**src/shared/adcstc_pkg.sv**
```systemverilog
package adcstc_pkg;
  // register byte addresses
  localparam logic [7:0]  SCAN_CTRL_ADDR  = 8'h00;
  localparam logic [7:0]  INPUT_SEL_ADDR  = 8'h04;
  localparam logic [7:0]  SCAN_CSEL_ADDR  = 8'h08;
  localparam logic [7:0]  CMP_HIT_ADDR    = 8'h0C;
  localparam logic [7:0]  SEQ_CTRL_ADDR   = 8'h10;
  localparam logic [7:0]  STATUS_ADDR     = 8'h14;
  // scan control fields
  localparam int          AUTOSCAN_BIT    = 15;
  localparam int          LOWPWR_BIT      = 14;
  localparam int          BAND_GAP_REQUEST_BIT       = 12;
  localparam int          TIMODE_LSB      = 8;
  localparam int          WMODE_LSB       = 2;
  localparam int          CMODE_LSB       = 0;
  // sequence control fields (scan inputs control, sequences per interrupt)
  localparam int          SCANIN_BIT      = 4;
  localparam int          SPI_LSB         = 0;
  // writable masks, everything else reads zero
  localparam logic [31:0] SCAN_CTRL_MASK  = 32'h0000_D30F;
  localparam logic [31:0] INPUT_SEL_MASK  = 32'h0000_00FF;
  localparam logic [31:0] SCAN_CSEL_MASK  = 32'h780F_FFFF;
  localparam logic [31:0] CMP_HIT_MASK    = 32'h000F_FFFF;
  localparam logic [31:0] SEQ_CTRL_MASK   = 32'h0000_001F;
  localparam logic [31:0] RESET_VALUE     = 32'h0000_0000;
  localparam logic [4:0]  NEG_AVSS        = 5'h00;
  localparam logic [4:0]  POS_LAST_PIN    = 5'h13;
  localparam logic [4:0]  POS_VDD_CORE    = 5'h1B;
  localparam logic [4:0]  POS_BANDGAP     = 5'h1C;
  localparam logic [4:0]  POS_AVSS        = 5'h1D;
  localparam logic [4:0]  POS_AVDD        = 5'h1E;
  typedef enum logic [1:0] {
    CM_LESS    = 2'b00,
    CM_GREATER = 2'b01,
    CM_INSIDE  = 2'b10,
    CM_OUTSIDE = 2'b11
  } adcstc_cmode_t;
  typedef enum logic [1:0] {
    WM_LEGACY  = 2'b00,
    WM_SAVE    = 2'b01,
    WM_CMPONLY = 2'b10,
    WM_RSVD    = 2'b11
  } adcstc_wmode_t;
  typedef enum logic [1:0] {
    TI_NONE    = 2'b00,
    TI_SEQ     = 2'b01,
    TI_MATCH   = 2'b10,
    TI_BOTH    = 2'b11
  } adcstc_timode_t;
endpackage : adcstc_pkg

```
**src/hw/adcstc_top.sv**
```systemverilog
// Notes on behaviour
// RQ1: autoscan enable bit runs automatic scanning
// RQ2: low power bit drops power after scan
// RQ3: band gap requested while enabled and active
// RQ4: threshold interrupt mode selects interrupt cause
// RQ5: threshold mode only under autoscan, else count
// RQ6: compare-only mode discards results, reserved mode
// RQ7: save mode stores only on match
// RQ8: legacy mode stores every result
// RQ9: outside window compare mode
// RQ10: inside window compare mode
// RQ11: greater than compare mode
// RQ12: less than compare mode
// RQ13: negative select code zero is ground
// RQ14: positive codes route internal sources
// RQ15: positive codes select pin channels
// RQ16: scan bits include or skip channels
// RQ17: outside mode hit on write or match
// RQ18: other modes hit on match
// RQ19: interrupt every sequences-per-interrupt plus one
// RQ20: scan inputs control steps positive input
// RQ21: hits sticky until zero written, reset zero
// RQ22: reserved bits read zero, ignore writes
module adcstc_top #(
  parameter int RES_W = 12,
  parameter int NCH   = 32
) (
  input  wire logic              aclk,          // 50 MHz clock
  input  wire logic              aresetn,       // sync reset, low
  input  wire logic [7:0]        s_axi_awaddr,  // write address
  input  wire logic              s_axi_awvalid, // write address valid
  output logic                   s_axi_awready, // write address ready
  input  wire logic [31:0]       s_axi_wdata,   // write data
  input  wire logic [3:0]        s_axi_wstrb,   // byte enables
  input  wire logic              s_axi_wvalid,  // write data valid
  output logic                   s_axi_wready,  // write data ready
  output logic [1:0]             s_axi_bresp,   // write response
  output logic                   s_axi_bvalid,  // write response valid
  input  wire logic              s_axi_bready,  // write response ready
  input  wire logic [7:0]        s_axi_araddr,  // read address
  input  wire logic              s_axi_arvalid, // read address valid
  output logic                   s_axi_arready, // read address ready
  output logic [31:0]            s_axi_rdata,   // read data
  output logic [1:0]             s_axi_rresp,   // read response
  output logic                   s_axi_rvalid,  // read data valid
  input  wire logic              s_axi_rready,  // read data ready
  input  wire logic              conv_enable,   // converter enabled
  input  wire logic              conv_active,   // converter active
  input  wire logic              conv_done,     // result valid pulse
  input  wire logic [RES_W-1:0]  conv_result,   // conversion result
  input  wire logic [RES_W-1:0]  conv_buf_lo,   // channel buffer value
  input  wire logic [RES_W-1:0]  conv_buf_hi,   // pair buffer value
  input  wire logic              seq_start,     // sequence start pulse
  input  wire logic              seq_end,       // sequence end pulse
  output logic [4:0]             pos_mux,       // positive input select
  output logic [2:0]             neg_mux,       // negative input select
  output logic                   autoscan_on,   // automatic scanning
  output logic                   low_power,     // low power request
  output logic                   band_gap_req,  // band gap request
  output logic                   result_store,  // store result pulse
  output logic                   int_pulse      // interrupt event pulse
);
  logic [31:0] scan_ctrl_reg;
  logic [31:0] input_sel_reg;
  logic [31:0] scan_csel_reg;
  logic [31:0] cmp_hit_reg;
  logic [31:0] seq_ctrl_reg;
  logic [4:0]  scan_ch_reg;
  logic [4:0]  scan_ch_next;
  logic [3:0]  seq_cnt_reg;
  logic        seen_match_reg;
  logic        scan_done_reg;
  logic        aw_hold_reg;
  logic        w_hold_reg;
  logic [7:0]  awaddr_reg;
  logic [31:0] wdata_reg;
  logic [3:0]  wstrb_reg;
  logic        wr_fire;
  logic        match;
  logic        seq_irq;
  logic        thr_irq;

  adcstc_pkg::adcstc_cmode_t  cmode;
  adcstc_pkg::adcstc_wmode_t  wmode;
  adcstc_pkg::adcstc_timode_t timode;
  logic [3:0] spi_cnt;
  logic       scan_in;

  assign cmode   = adcstc_pkg::adcstc_cmode_t'(
                     scan_ctrl_reg[adcstc_pkg::CMODE_LSB +: 2]);
  assign wmode   = adcstc_pkg::adcstc_wmode_t'(
                     scan_ctrl_reg[adcstc_pkg::WMODE_LSB +: 2]);
  assign timode  = adcstc_pkg::adcstc_timode_t'(
                     scan_ctrl_reg[adcstc_pkg::TIMODE_LSB +: 2]);
  assign spi_cnt = seq_ctrl_reg[adcstc_pkg::SPI_LSB +: 4];
  assign scan_in = seq_ctrl_reg[adcstc_pkg::SCANIN_BIT];

  function automatic logic [31:0] merge(input logic [31:0] old,
                                        input logic [31:0] din,
                                        input logic [3:0]  strb,
                                        input logic [31:0] mask);
    logic [31:0] v;
    v = old;
    for (int b = 0; b < 4; b++) begin
      if (strb[b]) begin
        v[b*8 +: 8] = din[b*8 +: 8];
      end
    end
    return v & mask; // [RQ22]
  endfunction : merge

  // write channel: address and data captured in either order
  assign s_axi_awready = !aw_hold_reg && !s_axi_bvalid;
  assign s_axi_wready  = !w_hold_reg && !s_axi_bvalid;
  assign wr_fire       = aw_hold_reg && w_hold_reg;
  assign s_axi_bresp   = 2'h0;
  assign s_axi_rresp   = 2'h0;

  always_ff @(posedge aclk) begin
    if (!aresetn) begin
      aw_hold_reg  <= 1'b0;
      w_hold_reg   <= 1'b0;
      awaddr_reg   <= 8'h00;
      wdata_reg    <= 32'h0000_0000;
      wstrb_reg    <= 4'h0;
      s_axi_bvalid <= 1'b0;
    end else begin
      if (s_axi_awvalid && s_axi_awready) begin
        aw_hold_reg <= 1'b1;
        awaddr_reg  <= s_axi_awaddr;
      end
      if (s_axi_wvalid && s_axi_wready) begin
        w_hold_reg <= 1'b1;
        wdata_reg  <= s_axi_wdata;
        wstrb_reg  <= s_axi_wstrb;
      end
      if (wr_fire) begin
        aw_hold_reg  <= 1'b0;
        w_hold_reg   <= 1'b0;
        s_axi_bvalid <= 1'b1;
      end else if (s_axi_bvalid && s_axi_bready) begin
        s_axi_bvalid <= 1'b0;
      end
    end
  end

  // unmapped writes are accepted with OKAY and dropped
  always_ff @(posedge aclk) begin
    if (!aresetn) begin
      scan_ctrl_reg <= adcstc_pkg::RESET_VALUE; // [RQ21]
      input_sel_reg <= adcstc_pkg::RESET_VALUE;
      scan_csel_reg <= adcstc_pkg::RESET_VALUE;
      seq_ctrl_reg  <= adcstc_pkg::RESET_VALUE;
    end else if (wr_fire) begin
      case (awaddr_reg)
        adcstc_pkg::SCAN_CTRL_ADDR: begin
          scan_ctrl_reg <= merge(scan_ctrl_reg, wdata_reg, wstrb_reg,
                                 adcstc_pkg::SCAN_CTRL_MASK);
        end
        adcstc_pkg::INPUT_SEL_ADDR: begin
          input_sel_reg <= merge(input_sel_reg, wdata_reg, wstrb_reg,
                                 adcstc_pkg::INPUT_SEL_MASK);
        end
        adcstc_pkg::SCAN_CSEL_ADDR: begin
          scan_csel_reg <= merge(scan_csel_reg, wdata_reg, wstrb_reg,
                                 adcstc_pkg::SCAN_CSEL_MASK); // [RQ16]
        end
        adcstc_pkg::SEQ_CTRL_ADDR: begin
          seq_ctrl_reg <= merge(seq_ctrl_reg, wdata_reg, wstrb_reg,
                                adcstc_pkg::SEQ_CTRL_MASK);
        end
        default: begin
        end
      endcase
    end
  end

  // read channel: one cycle after the address is taken
  assign s_axi_arready = !s_axi_rvalid;

  always_ff @(posedge aclk) begin
    if (!aresetn) begin
      s_axi_rvalid <= 1'b0;
      s_axi_rdata  <= 32'h0000_0000;
    end else if (s_axi_arvalid && s_axi_arready) begin
      s_axi_rvalid <= 1'b1;
      case (s_axi_araddr)
        adcstc_pkg::SCAN_CTRL_ADDR: s_axi_rdata <= scan_ctrl_reg;
        adcstc_pkg::INPUT_SEL_ADDR: s_axi_rdata <= input_sel_reg;
        adcstc_pkg::SCAN_CSEL_ADDR: s_axi_rdata <= scan_csel_reg;
        adcstc_pkg::CMP_HIT_ADDR:   s_axi_rdata <= cmp_hit_reg;
        adcstc_pkg::SEQ_CTRL_ADDR:  s_axi_rdata <= seq_ctrl_reg;
        adcstc_pkg::STATUS_ADDR: begin
          s_axi_rdata <= {22'h000000, scan_done_reg, seq_cnt_reg,
                          scan_ch_reg};
        end
        default:                    s_axi_rdata <= 32'h0000_0000;
      endcase
    end else if (s_axi_rvalid && s_axi_rready) begin
      s_axi_rvalid <= 1'b0;
    end
  end

  // compare of the result against the channel's buffer value or pair
  always_comb begin
    case (cmode)
      adcstc_pkg::CM_LESS:    match = conv_result < conv_buf_lo;  // [RQ12]
      adcstc_pkg::CM_GREATER: match = conv_result > conv_buf_lo;  // [RQ11]
      adcstc_pkg::CM_INSIDE:  match = conv_result >= conv_buf_lo &&
                                      conv_result <= conv_buf_hi; // [RQ10]
      adcstc_pkg::CM_OUTSIDE: match = conv_result < conv_buf_lo ||
                                      conv_result > conv_buf_hi;  // [RQ9]
      default:                match = 1'b0;
    endcase
  end

  // result store gating; reserved write mode never stores
  always_ff @(posedge aclk) begin
    if (!aresetn) begin
      result_store <= 1'b0;
    end else begin
      case (wmode)
        adcstc_pkg::WM_LEGACY:  result_store <= conv_done;          // [RQ8]
        adcstc_pkg::WM_SAVE:    result_store <= conv_done && match; // [RQ7]
        adcstc_pkg::WM_CMPONLY: result_store <= 1'b0;               // [RQ6]
        default:                result_store <= 1'b0;               // [RQ6]
      endcase
    end
  end

  // hit flags: a hardware set beats a software zero in the same cycle
  always_ff @(posedge aclk) begin
    if (!aresetn) begin
      cmp_hit_reg <= adcstc_pkg::RESET_VALUE; // [RQ21]
    end else begin
      logic [31:0] hv;
      hv = cmp_hit_reg;
      if (wr_fire && awaddr_reg == adcstc_pkg::CMP_HIT_ADDR) begin
        hv = merge(cmp_hit_reg, wdata_reg & cmp_hit_reg, wstrb_reg,
                   adcstc_pkg::CMP_HIT_MASK); // [RQ21]
      end
      if (conv_done && scan_ch_reg <= adcstc_pkg::POS_LAST_PIN) begin
        if (match || (cmode == adcstc_pkg::CM_OUTSIDE &&
                      wmode == adcstc_pkg::WM_LEGACY)) begin
          hv[scan_ch_reg] = 1'b1; // [RQ17] [RQ18]
        end
      end
      cmp_hit_reg <= hv;
    end
  end

  // next selected scan channel above the current one, wrapping
  always_comb begin
    logic [4:0] c;
    c = scan_ch_reg;
    scan_ch_next = scan_ch_reg;
    for (int i = 1; i <= NCH; i++) begin
      c = 5'(scan_ch_reg + 5'(i));
      if (scan_csel_reg[c] && scan_ch_next == scan_ch_reg) begin
        scan_ch_next = c;
      end
    end
  end

  always_ff @(posedge aclk) begin
    if (!aresetn) begin
      scan_ch_reg <= 5'h00;
    end else if (!scan_in) begin
      scan_ch_reg <= input_sel_reg[4:0]; // [RQ20]
    end else if (conv_done) begin
      scan_ch_reg <= scan_ch_next; // [RQ20] [RQ16]
    end
  end

  // positive mux: pins 0..19 direct, internal sources at top codes
  assign pos_mux = scan_ch_reg; // [RQ14] [RQ15]
  assign neg_mux = adcstc_pkg::NEG_AVSS[2:0]; // [RQ13]

  // sequence counter and threshold tracking
  always_ff @(posedge aclk) begin
    if (!aresetn) begin
      seq_cnt_reg    <= 4'h0;
      seen_match_reg <= 1'b0;
      scan_done_reg  <= 1'b0;
    end else begin
      if (seq_end) begin
        seq_cnt_reg <= (seq_cnt_reg >= spi_cnt) ? 4'h0
                                                : 4'(seq_cnt_reg + 4'h1);
      end
      if (seq_start) begin
        seen_match_reg <= 1'b0;
        scan_done_reg  <= 1'b0;
      end
      if (conv_done && match) begin
        seen_match_reg <= 1'b1;
      end
      if (seq_end) begin
        scan_done_reg <= 1'b1;
      end
    end
  end

  // a count lowered below the running tally fires at once, never wraps
  assign seq_irq = seq_end && seq_cnt_reg >= spi_cnt; // [RQ19]

  always_comb begin
    case (timode)
      adcstc_pkg::TI_NONE:  thr_irq = 1'b0;                       // [RQ4]
      adcstc_pkg::TI_SEQ:   thr_irq = seq_end;                    // [RQ4]
      adcstc_pkg::TI_MATCH: thr_irq = conv_done && match;         // [RQ4]
      adcstc_pkg::TI_BOTH:  thr_irq = seq_end &&
                                      (seen_match_reg ||
                                       (conv_done && match));     // [RQ4]
      default:              thr_irq = 1'b0;
    endcase
  end

  always_ff @(posedge aclk) begin
    if (!aresetn) begin
      int_pulse <= 1'b0;
    end else begin
      int_pulse <= autoscan_on ? thr_irq : seq_irq; // [RQ5]
    end
  end

  always_ff @(posedge aclk) begin
    if (!aresetn) begin
      autoscan_on  <= 1'b0;
      low_power    <= 1'b0;
      band_gap_req <= 1'b0;
    end else begin
      autoscan_on  <= scan_ctrl_reg[adcstc_pkg::AUTOSCAN_BIT]; // [RQ1]
      low_power    <= scan_ctrl_reg[adcstc_pkg::LOWPWR_BIT] &&
                      scan_done_reg; // [RQ2]
      band_gap_req <= scan_ctrl_reg[adcstc_pkg::BAND_GAP_REQUEST_BIT] &&
                      conv_enable && conv_active; // [RQ3]
    end
  end

  property p_store_legacy;
    @(posedge aclk) disable iff (!aresetn)
      (wmode == adcstc_pkg::WM_LEGACY && conv_done) |=> result_store;
  endproperty
  legacy_store_a: assert property (p_store_legacy) // [RQ8]
    else $error("legacy result not stored");
  cmponly_nostore_a: assert property ( // [RQ6]
    @(posedge aclk) disable iff (!aresetn)
      $past(wmode) == adcstc_pkg::WM_CMPONLY |-> !result_store)
    else $error("compare-only mode stored");
  save_gated_a: assert property ( // [RQ7]
    @(posedge aclk) disable iff (!aresetn)
      (wmode == adcstc_pkg::WM_SAVE && conv_done && !match)
        |=> !result_store)
    else $error("save mode stored without match");
  hit_sticky_a: assert property ( // [RQ21]
    @(posedge aclk) disable iff (!aresetn)
      (cmp_hit_reg[0] && !wr_fire) |=> cmp_hit_reg[0])
    else $error("hit flag dropped");
  hit_set_a: assert property ( // [RQ18]
    @(posedge aclk) disable iff (!aresetn)
      (conv_done && match && scan_ch_reg == 5'h05) |=> cmp_hit_reg[5])
    else $error("hit flag not set");
  bandgap_a: assert property ( // [RQ3]
    @(posedge aclk) disable iff (!aresetn)
      band_gap_req |-> $past(conv_enable) && $past(conv_active))
    else $error("band gap requested while idle");
  autoscan_a: assert property ( // [RQ1]
    @(posedge aclk) disable iff (!aresetn)
      autoscan_on == $past(scan_ctrl_reg[adcstc_pkg::AUTOSCAN_BIT]))
    else $error("autoscan out of step");
  seq_irq_a: assert property ( // [RQ19]
    @(posedge aclk) disable iff (!aresetn)
      (!autoscan_on && seq_end && spi_cnt == 4'h0) |=> int_pulse)
    else $error("missed sequence interrupt");
  nointr_a: assert property ( // [RQ4]
    @(posedge aclk) disable iff (!aresetn)
      (autoscan_on && timode == adcstc_pkg::TI_NONE) |=> !int_pulse)
    else $error("interrupt in no-interrupt mode");
  reserved_zero_a: assert property ( // [RQ22]
    @(posedge aclk) disable iff (!aresetn)
      (scan_ctrl_reg & ~adcstc_pkg::SCAN_CTRL_MASK) == 32'h0000_0000)
    else $error("reserved bit set");
  write_cov: cover property (@(posedge aclk) wr_fire);
  store_cov: cover property (@(posedge aclk) result_store);
  irq_cov:   cover property (@(posedge aclk) int_pulse && autoscan_on);
endmodule : adcstc_top

```
**config.mk**
```make
export PLATFORM = sky130hd
export DESIGN_NAME = adcstc_top
export DESIGN_NICKNAME = d
export VERILOG_FILES = /design/src/shared/adcstc_pkg.sv /design/src/hw/adcstc_top.sv
export SDC_FILE = /design/constraint.sdc
export NUM_CORES = 1
export LEC_CHECK = 0
export BUFFER_PORTS_ARGS = -buffer_cell sky130_fd_sc_hd__buf_2
export CAP_MARGIN = 20
export CORE_ASPECT_RATIO = 1.4
export CORE_UTILIZATION = 39
export CTS_CLUSTER_SIZE = 28
export DETAILED_ROUTE_END_ITERATION = 6
export PLACE_DENSITY = 0.56
export SLEW_MARGIN = 10
export SYNTH_ARGS = -nofsm -noshare
export SYNTH_HDL_FRONTEND = slang
export SYNTH_SLANG_ARGS = --single-unit
```
**constraint.sdc**
```tcl
create_clock -name aclk -period 19.82 [get_ports aclk]
set_input_delay 0.991 -clock aclk [delete_from_list [all_inputs] [get_ports aclk]]
set_output_delay 0.991 -clock aclk [all_outputs]
set_load 0.02 [all_outputs]
```
==> impl_summary.log, run 1 <==
[metrics] largest fanout of any net on the critical path: 21
[metrics] cts bufs inserted: 17
[metrics] Combinational Power Share: 8.0%
[metrics] total power consumption of the routed design: 742 µW
[metrics] clk buf depth: 2
[metrics] count of endpoints failing setup in the final report: 0
[metrics] final worst path period need: 15080 ps
[metrics] total congestion overflow after global routing: 0
[metrics] die width: 166 µm
[metrics] fraction of final layout cells sized beyond drive strength 1: 16.6%
[metrics] critical path arrival: 15390 ps
[metrics] non-filler instance count after layout: 2478
[metrics] Final WS setup: 4740 ps
[metrics] post-synthesis instance area: 14700 µm²
[metrics] endpoint kind of the worst setup timing path: register
[metrics] Syn. warnings: 0
[metrics] antenna fix cells: 0
[metrics] clock tree root buffer cell: sky130_fd_sc_hd__clkbuf_16
[metrics] Die Footprint: 38500 µm²
[metrics] sequential cell area fraction in the yosys report: 22.6%
[metrics] core footprint: 36900 µm²
[metrics] Hold Worst Slack: 454 ps
[metrics] final RePlAce weighted congestion: 0.989
[metrics] clock-pin slew on the worst setup and hold paths: 70 ps
[metrics] Critical-path top delay cell: sky130_fd_sc_hd__or4_1
[metrics] post-synthesis cell type count: 120
[metrics] top cells by area in the synthesized netlist: sky130_fd_sc_hd__dfxtp_1 (23%), sky130_fd_sc_hd__nand2_1 (6.8%), sky130_fd_sc_hd__mux2i_1 (6.3%)
[metrics] vias in the first global route: 14600
[metrics] nets@finish: 2145
[metrics] number of routed nets with antenna violations: 0
[metrics] switching portion of total power: 26.6%
[metrics] share of synthesized flip-flops with an asynchronous set or reset: 0%
[metrics] number of H-tree levels: 4
[metrics] TNS Setup: 0 ps
[metrics] initial drt markers: 1211
[metrics] sink count of the clock tree: 166
[metrics] gate count of the mapped netlist: 1932
[metrics] number of max-slew violations in the final report: 0
[metrics] dpl ws: 5190 ps
[metrics] clock insertion delay at the later pin of the skew report: 440 ps
[metrics] Post-synth EDFFs: 0
[metrics] detailed-route wire length per cell: 22.6 µm
[metrics] starting utilization of the core area: 39.9%
[metrics] routed via count divided by cell count: 6.18
[metrics] wire length of the first global-routing pass: 85100 µm
[metrics] Post-Synthesis Mean Instance Area: 7.61 µm²
[metrics] launching element type of the critical path: register
[metrics] Chip Height: 232 µm
[metrics] number of remaining DRC errors: 2
[metrics] Fmax: 66.3 MHz
[metrics] Area growth syn-to-layout: 10.4%
[metrics] number of placement rows: 83
[metrics] CP max stage delay: 740 ps
[metrics] # IOs: 154
[metrics] sequential share of power: 46.9%
[metrics] total via count after detailed routing: 15300
[metrics] largest area contributor in the synthesized netlist: sky130_fd_sc_hd__dfxtp_1
[metrics] Lkg Pwr: 6.52 nW
[metrics] type of the worst setup path: reg2reg
[metrics] post-route cell area: 16200 µm²
[metrics] Yosys top cell area share: 22.6%
[metrics] RSZ-0062 raised after global routing: no
[metrics] peak supply drop: 74.1 µV
[metrics] Hold Crit Class: reg2reg
[metrics] Post-DP HPWL: 42700 µm
[metrics] buffers inserted during post-CTS setup optimization: 0
[metrics] NetSw: 197 µW
[metrics] violations in the final reports: DRC
[metrics] required time at the worst-slack endpoint: 20130 ps
[metrics] sum of routed wire length over all layers: 56100 µm
[metrics] initial antenna violation count: 0
[metrics] setup skew after layout: 11.6 ps
[metrics] headroom to the max-slew limit: 27.6%
[metrics] Power Density: 45.7 nW/µm²
[metrics] placed inst area: 15600 µm²
[metrics] final hold violations: 0
[metrics] proportion of power drawn by the clock network: 45.1%
[metrics] utilization of the core after routing: 44.1%
[metrics] Int Power: 545 µW
[metrics] maximum number of pins on one net before global-route repair: 86
[metrics] cell count after placement: 2445
[metrics] top_reg_cell synth: sky130_fd_sc_hd__dfxtp_1
[metrics] slew at the pin with the worst max-slew slack: 1080 ps
[metrics] Post-CTS Hold Buffers: 0
[metrics] First-pass DRT Iterations: 7
[metrics] post-route fraction of the period consumed by the critical path: 76.1%
[metrics] register bit count reported by yosys: 166
[metrics] total of max-cap violations: 0
[metrics] Resize count post-CTS: 0
[metrics] status: finished, violations left
[metrics] Global Route Usage Sum: 28.7%
[metrics] count of buffers from port buffering: 138
[metrics] TritonCTS clock tree: done
-- cell families (layout without fill, tap and decap cells) --
logic type / after synthesis / in the layout / synth area share (%)
buffers and inverters: 180 / 253 / 5.28
other: 1 / 7 / 0.0255
AND/OR/NAND/NOR: 753 / 753 / 24.5
AO/OA/AOI/OAI: 579 / 579 / 26.9
multiplexers: 164 / 164 / 13.7
flip-flops: 166 / 166 / 22.6
adder cells (fa/ha/maj): 47 / 47 / 4.00
XOR/XNOR: 42 / 42 / 2.94
-- final timing paths --
kind | startpoint | end | slack [ps] | cells past startpoint
worst max-delay path | pos_mux[3]$_SDFFE_PN0P_ | pos_mux[2]$_SDFFE_PN0P_ | 4740 | 40
worst min-delay path | seen_match_reg$_SDFFE_PN0P_ | seen_match_reg$_SDFFE_PN0P_ | 450 | 2
worst max register to register | pos_mux[3]$_SDFFE_PN0P_ | pos_mux[2]$_SDFFE_PN0P_ | 4740 | 40
worst min register to register | seen_match_reg$_SDFFE_PN0P_ | seen_match_reg$_SDFFE_PN0P_ | 450 | 2
-- synth_stat cells, types with 28 or more instances --
| library cell | instances |
|---|---|
| sky130_fd_sc_hd__inv_1 | 53 |
| sky130_fd_sc_hd__xnor2_1 | 29 |
| sky130_fd_sc_hd__mux2_2 | 37 |
| sky130_fd_sc_hd__nor2_1 | 194 |
| sky130_fd_sc_hd__a31oi_1 | 28 |
| sky130_fd_sc_hd__ha_1 | 47 |
| sky130_fd_sc_hd__nor3_1 | 35 |
| sky130_fd_sc_hd__mux2i_1 | 92 |
| sky130_fd_sc_hd__o21ai_0 | 89 |
| sky130_fd_sc_hd__a22oi_1 | 46 |
| sky130_fd_sc_hd__nand3_1 | 66 |
| sky130_fd_sc_hd__and3_1 | 31 |
| sky130_fd_sc_hd__a21oi_1 | 177 |
| sky130_fd_sc_hd__dfxtp_1 | 166 |
| sky130_fd_sc_hd__nand2_1 | 265 |
| sky130_fd_sc_hd__clkbuf_1 | 69 |
-- power by group through the flow --
stage	logic, mW	registers (mW)	clock network (mW)
6_report	0.0591	0.348	0.335
5_1_grt	0.0669	0.349	0.353
4_1_cts	0.0594	0.348	0.339
3_5_place_dp	0.0591	0.356	0
3_3_place_gp	0.0580	0.356	0
2_1_floorplan	0.0405	0.352	0
-- critical path: cells and delay by family (launching register included) --
kind            cells  cell delay (ps)
compound gates     18             5870
xor+xnor            2              910
fa+ha+maj           1              730
buf+inv             2              780
flops               1              720
mux                 6             2160
simple gates       11             3760
-- layout make-up --
| cell class | count | area [µm²] |
|---|---|---|
| Fill cell | 3824 | 20600 |
| Multi-Input combinational cell | 1592 | 10600 |
| Sequential cell | 166 | 3330 |
| Timing Repair Buffer | 163 | 878 |
| Tap cell | 467 | 584 |
| Clock buffer | 18 | 439 |
| Inverter | 58 | 220 |
| Clock inverter | 14 | 160 |
-- metal layers --
metal	global-route usage, %	routed length, µm
met5	0	0
met2	50.7	27400
met4	24.4	4960
met3	3.49	2910
met1	30.7	20900
-- cell usage in the layout, fill, tap and decap left out, drive strengths merged, types with 8 or more instances in the layout --
| cell | n |
|---|---|
| a2111oi | 10 |
| a211oi | 28 |
| nand3 | 66 |
| nor2b | 10 |
| inv | 63 |
| and2 | 22 |
| a21oi | 180 |
| o31ai | 18 |
| nor3 | 36 |
| and3 | 31 |
| or3 | 15 |
| mux4 | 24 |
| or2 | 14 |
| buf | 162 |
| a22oi | 47 |
| o221ai | 12 |
| xnor2 | 34 |
| o21a | 12 |
| clkbuf | 19 |
| xor2 | 8 |
| nand2 | 265 |
| o211ai | 19 |
| nor3b | 8 |
| a21o | 20 |
| nor2 | 196 |
| dfxtp | 166 |
| ha | 47 |
| a31oi | 28 |
| mux2i | 93 |
| o22ai | 22 |
| mux2 | 47 |
| o21ai | 96 |
| nor4 | 11 |
| nand4 | 20 |
| nand2b | 22 |
Power figures use the tool's default switching activity.
==> inputs of run 2 (changes only) <==
--- a/config.mk
+++ b/config.mk
@@ -11,7 +11,7 @@
 export CORE_UTILIZATION = 39
 export CTS_CLUSTER_SIZE = 28
 export DETAILED_ROUTE_END_ITERATION = 6
-export PLACE_DENSITY = 0.56
+export PLACE_DENSITY = 0.58
 export SLEW_MARGIN = 10
 export SYNTH_ARGS = -nofsm -noshare
 export SYNTH_HDL_FRONTEND = slang
==> constraint.sdc (replaced) <==
create_clock -name aclk -period 12.1 [get_ports aclk]
set_input_delay 0.605 -clock aclk [delete_from_list [all_inputs] [get_ports aclk]]
set_output_delay 0.605 -clock aclk [all_outputs]
set_load 0.02 [all_outputs]
==> impl_summary.log, run 2 (synthesized netlist as in run 1, its figures left out) <==
[metrics] total of max-cap violations: 0 (unchanged)
[metrics] setup skew after layout: 10.6 ps (-1.06 ps)
[metrics] starting utilization of the core area: 39.9% (unchanged)
[metrics] Power Density: 64.3 nW/µm² (+41%)
[metrics] Lkg Pwr: 7.71 nW (+18%)
[metrics] number of max-slew violations in the final report: 0 (unchanged)
[metrics] total power consumption of the routed design: 1.20 mW (+61%)
[metrics] maximum number of pins on one net before global-route repair: 88 (+2.3%)
[metrics] slew at the pin with the worst max-slew slack: 1060 ps (-20.6 ps)
[metrics] final hold violations: 0 (unchanged)
[metrics] most frequent cells in the layout: sky130_fd_sc_hd__nand2_1 (264), sky130_fd_sc_hd__buf_4 (227), sky130_fd_sc_hd__nor2_1 (188), sky130_fd_sc_hd__a21oi_1 (175), sky130_fd_sc_hd__dfxtp_1 (161)
[metrics] Area growth syn-to-layout: 26.6%
[metrics] critical path's top delay family: compound AO/OA/AOI/OAI gates
[metrics] core footprint: 36900 µm² (unchanged)
[metrics] RSZ-0062 raised after global routing: yes
[metrics] Hold Path Origin: s_axi_rready
[metrics] sink count of the clock tree: 166 (unchanged)
[metrics] vias in the first global route: 15800 (+8.6%)
[metrics] Chip Height: 232 µm (unchanged)
[metrics] number of placement rows: 83 (unchanged)
[metrics] Critical Path Start: pos_mux[1]$_SDFFE_PN0P_
[metrics] post-route cell area: 18600 µm² (+15%)
[metrics] # IOs: 154 (unchanged)
[metrics] count of endpoints failing setup in the final report: 0 (unchanged)
[metrics] placed inst area: 17100 µm² (+9.4%)
[metrics] non-filler instance count after layout: 2694 (+8.7%)
[metrics] utilization of the core after routing: 50.5% (+6.5 points)
[metrics] wire length of the first global-routing pass: 91500 µm (+7.5%)
[metrics] clock insertion delay at the later pin of the skew report: 440 ps (about the same)
[metrics] cts bufs inserted: 17 (unchanged)
[metrics] nets@finish: 2361 (+10%)
[metrics] type of the worst setup path: reg2reg
[metrics] Critical-path top delay cell: sky130_fd_sc_hd__mux4_2
[metrics] CP max stage delay: 580 ps (-160 ps)
[metrics] Final WS setup: 123 ps (-4620 ps)
[metrics] launch instance of the worst register-to-register path: pos_mux[1]$_SDFFE_PN0P_
[metrics] Post-CTS Hold Buffers: 0 (unchanged)
[metrics] clk buf depth: 2 (unchanged)
[metrics] endpoint kind of the worst setup timing path: register
[metrics] TNS Setup: 0 ps (unchanged)
[metrics] final RePlAce weighted congestion: 1.04 (+5.5%)
[metrics] final worst path period need: 11980 ps (-3100 ps)
[metrics] Post-DP HPWL: 47300 µm (+11%)
[metrics] required time at the worst-slack endpoint: 12400 ps (-7730 ps)
[metrics] largest fanout of any net on the critical path: 8 (-62%)
[metrics] total congestion overflow after global routing: 0 (unchanged)
[metrics] Hold Crit Class: in2reg
[metrics] initial drt markers: 1227 (+1.3%)
[metrics] detailed-route wire length per cell: 22.5 µm (-0.72%)
[metrics] die width: 166 µm (unchanged)
[metrics] peak supply drop: 179 µV (+140%)
[metrics] Fmax: 83.5 MHz (+26%)
[metrics] number of remaining DRC errors: 2 (unchanged)
[metrics] Hold Worst Slack: 351 ps (-103 ps)
[metrics] total via count after detailed routing: 16400 (+7.4%)
[metrics] TritonCTS clock tree: done
[metrics] First-pass DRT Iterations: 7 (unchanged)
[metrics] headroom to the max-slew limit: 28.9% (+1.3 points)
[metrics] post-route fraction of the period consumed by the critical path: 99.0% (+23 points)
[metrics] violations in the final reports: DRC
[metrics] initial antenna violation count: 1 (+1)
[metrics] routed via count divided by cell count: 6.10 (-1.2%)
[metrics] cell count after placement: 2628 (+7.5%)
[metrics] crit path buf inv count: 7 (+5)
[metrics] number of H-tree levels: 4 (unchanged)
[metrics] clock-pin slew on the worst setup and hold paths: 60 ps (about the same)
[metrics] fraction of final layout cells sized beyond drive strength 1: 28.6% (+12 points)
[metrics] status: finished, violations left
[metrics] number of routed nets with antenna violations: 0 (unchanged)
[metrics] clock tree root buffer cell: sky130_fd_sc_hd__clkbuf_16
[metrics] sum of routed wire length over all layers: 60600 µm (+7.9%)
[metrics] antenna fix cells: 0 (unchanged)
[metrics] Die Footprint: 38500 µm² (unchanged)
[metrics] critical path arrival: 12270 ps (-3120 ps)
[metrics] Global Route Usage Sum: 30.8% (+2.1 points)
[metrics] leading cell type in the layout, fill and taps excluded: sky130_fd_sc_hd__nand2_1
[metrics] launching element type of the critical path: register
[metrics] dpl ws: -156 ps (-5350 ps)
[metrics] count of buffers from port buffering: 138 (unchanged)
run 2: final timing paths:
path,end,slack [ps],cells past startpoint
setup / recovery,pos_mux[3]$_SDFFE_PN0P_,120,47
hold / removal,s_axi_rvalid$_SDFFE_PN0P_,350,2
setup reg to reg,pos_mux[3]$_SDFFE_PN0P_,120,47
hold reg to reg,awaddr_reg[0]$_SDFFE_PN0P_,460,2
run 2: area by class of cell:
type / instances / area [µm²]
Inverter: 58 / 224
Fill cell: 3610 / 18200
Clock buffer: 18 / 439
Timing Repair Buffer: 379 / 2600
Multi-Input combinational cell: 1592 / 11300
Tap cell: 467 / 584
Clock inverter: 14 / 136
Sequential cell: 166 / 3330
run 2: layer usage:
metal / GRT usage, % / share of wire, % / up-vias
met1: 32.2 / 36 / 7864
met5: 0 / 0 / -
met2: 55.5 / 49 / 650
met4: 26.0 / 9.4 / 0
li1: - / - / 7694
met3: 3.70 / 5.1 / 235
run 2: what timing repair did:
| action | 4_1_cts | 5_1_grt |
|---|---|---|
| pin swaps | 1 | 48 |
| gates cloned | 0 | 1 |
| endpoints found under the setup margin | 3 | 5 |
| buffers inserted | 2 | 31 |
| gates resized for setup | 14 | 119 |
run 2: where the power goes:
group / internal, mW / total [mW] / switching (mW)
Sequential: 0.556 / 0.570 / 0.0130
Clock: 0.293 / 0.529 / 0.235
Combinational: 0.0383 / 0.0995 / 0.0612
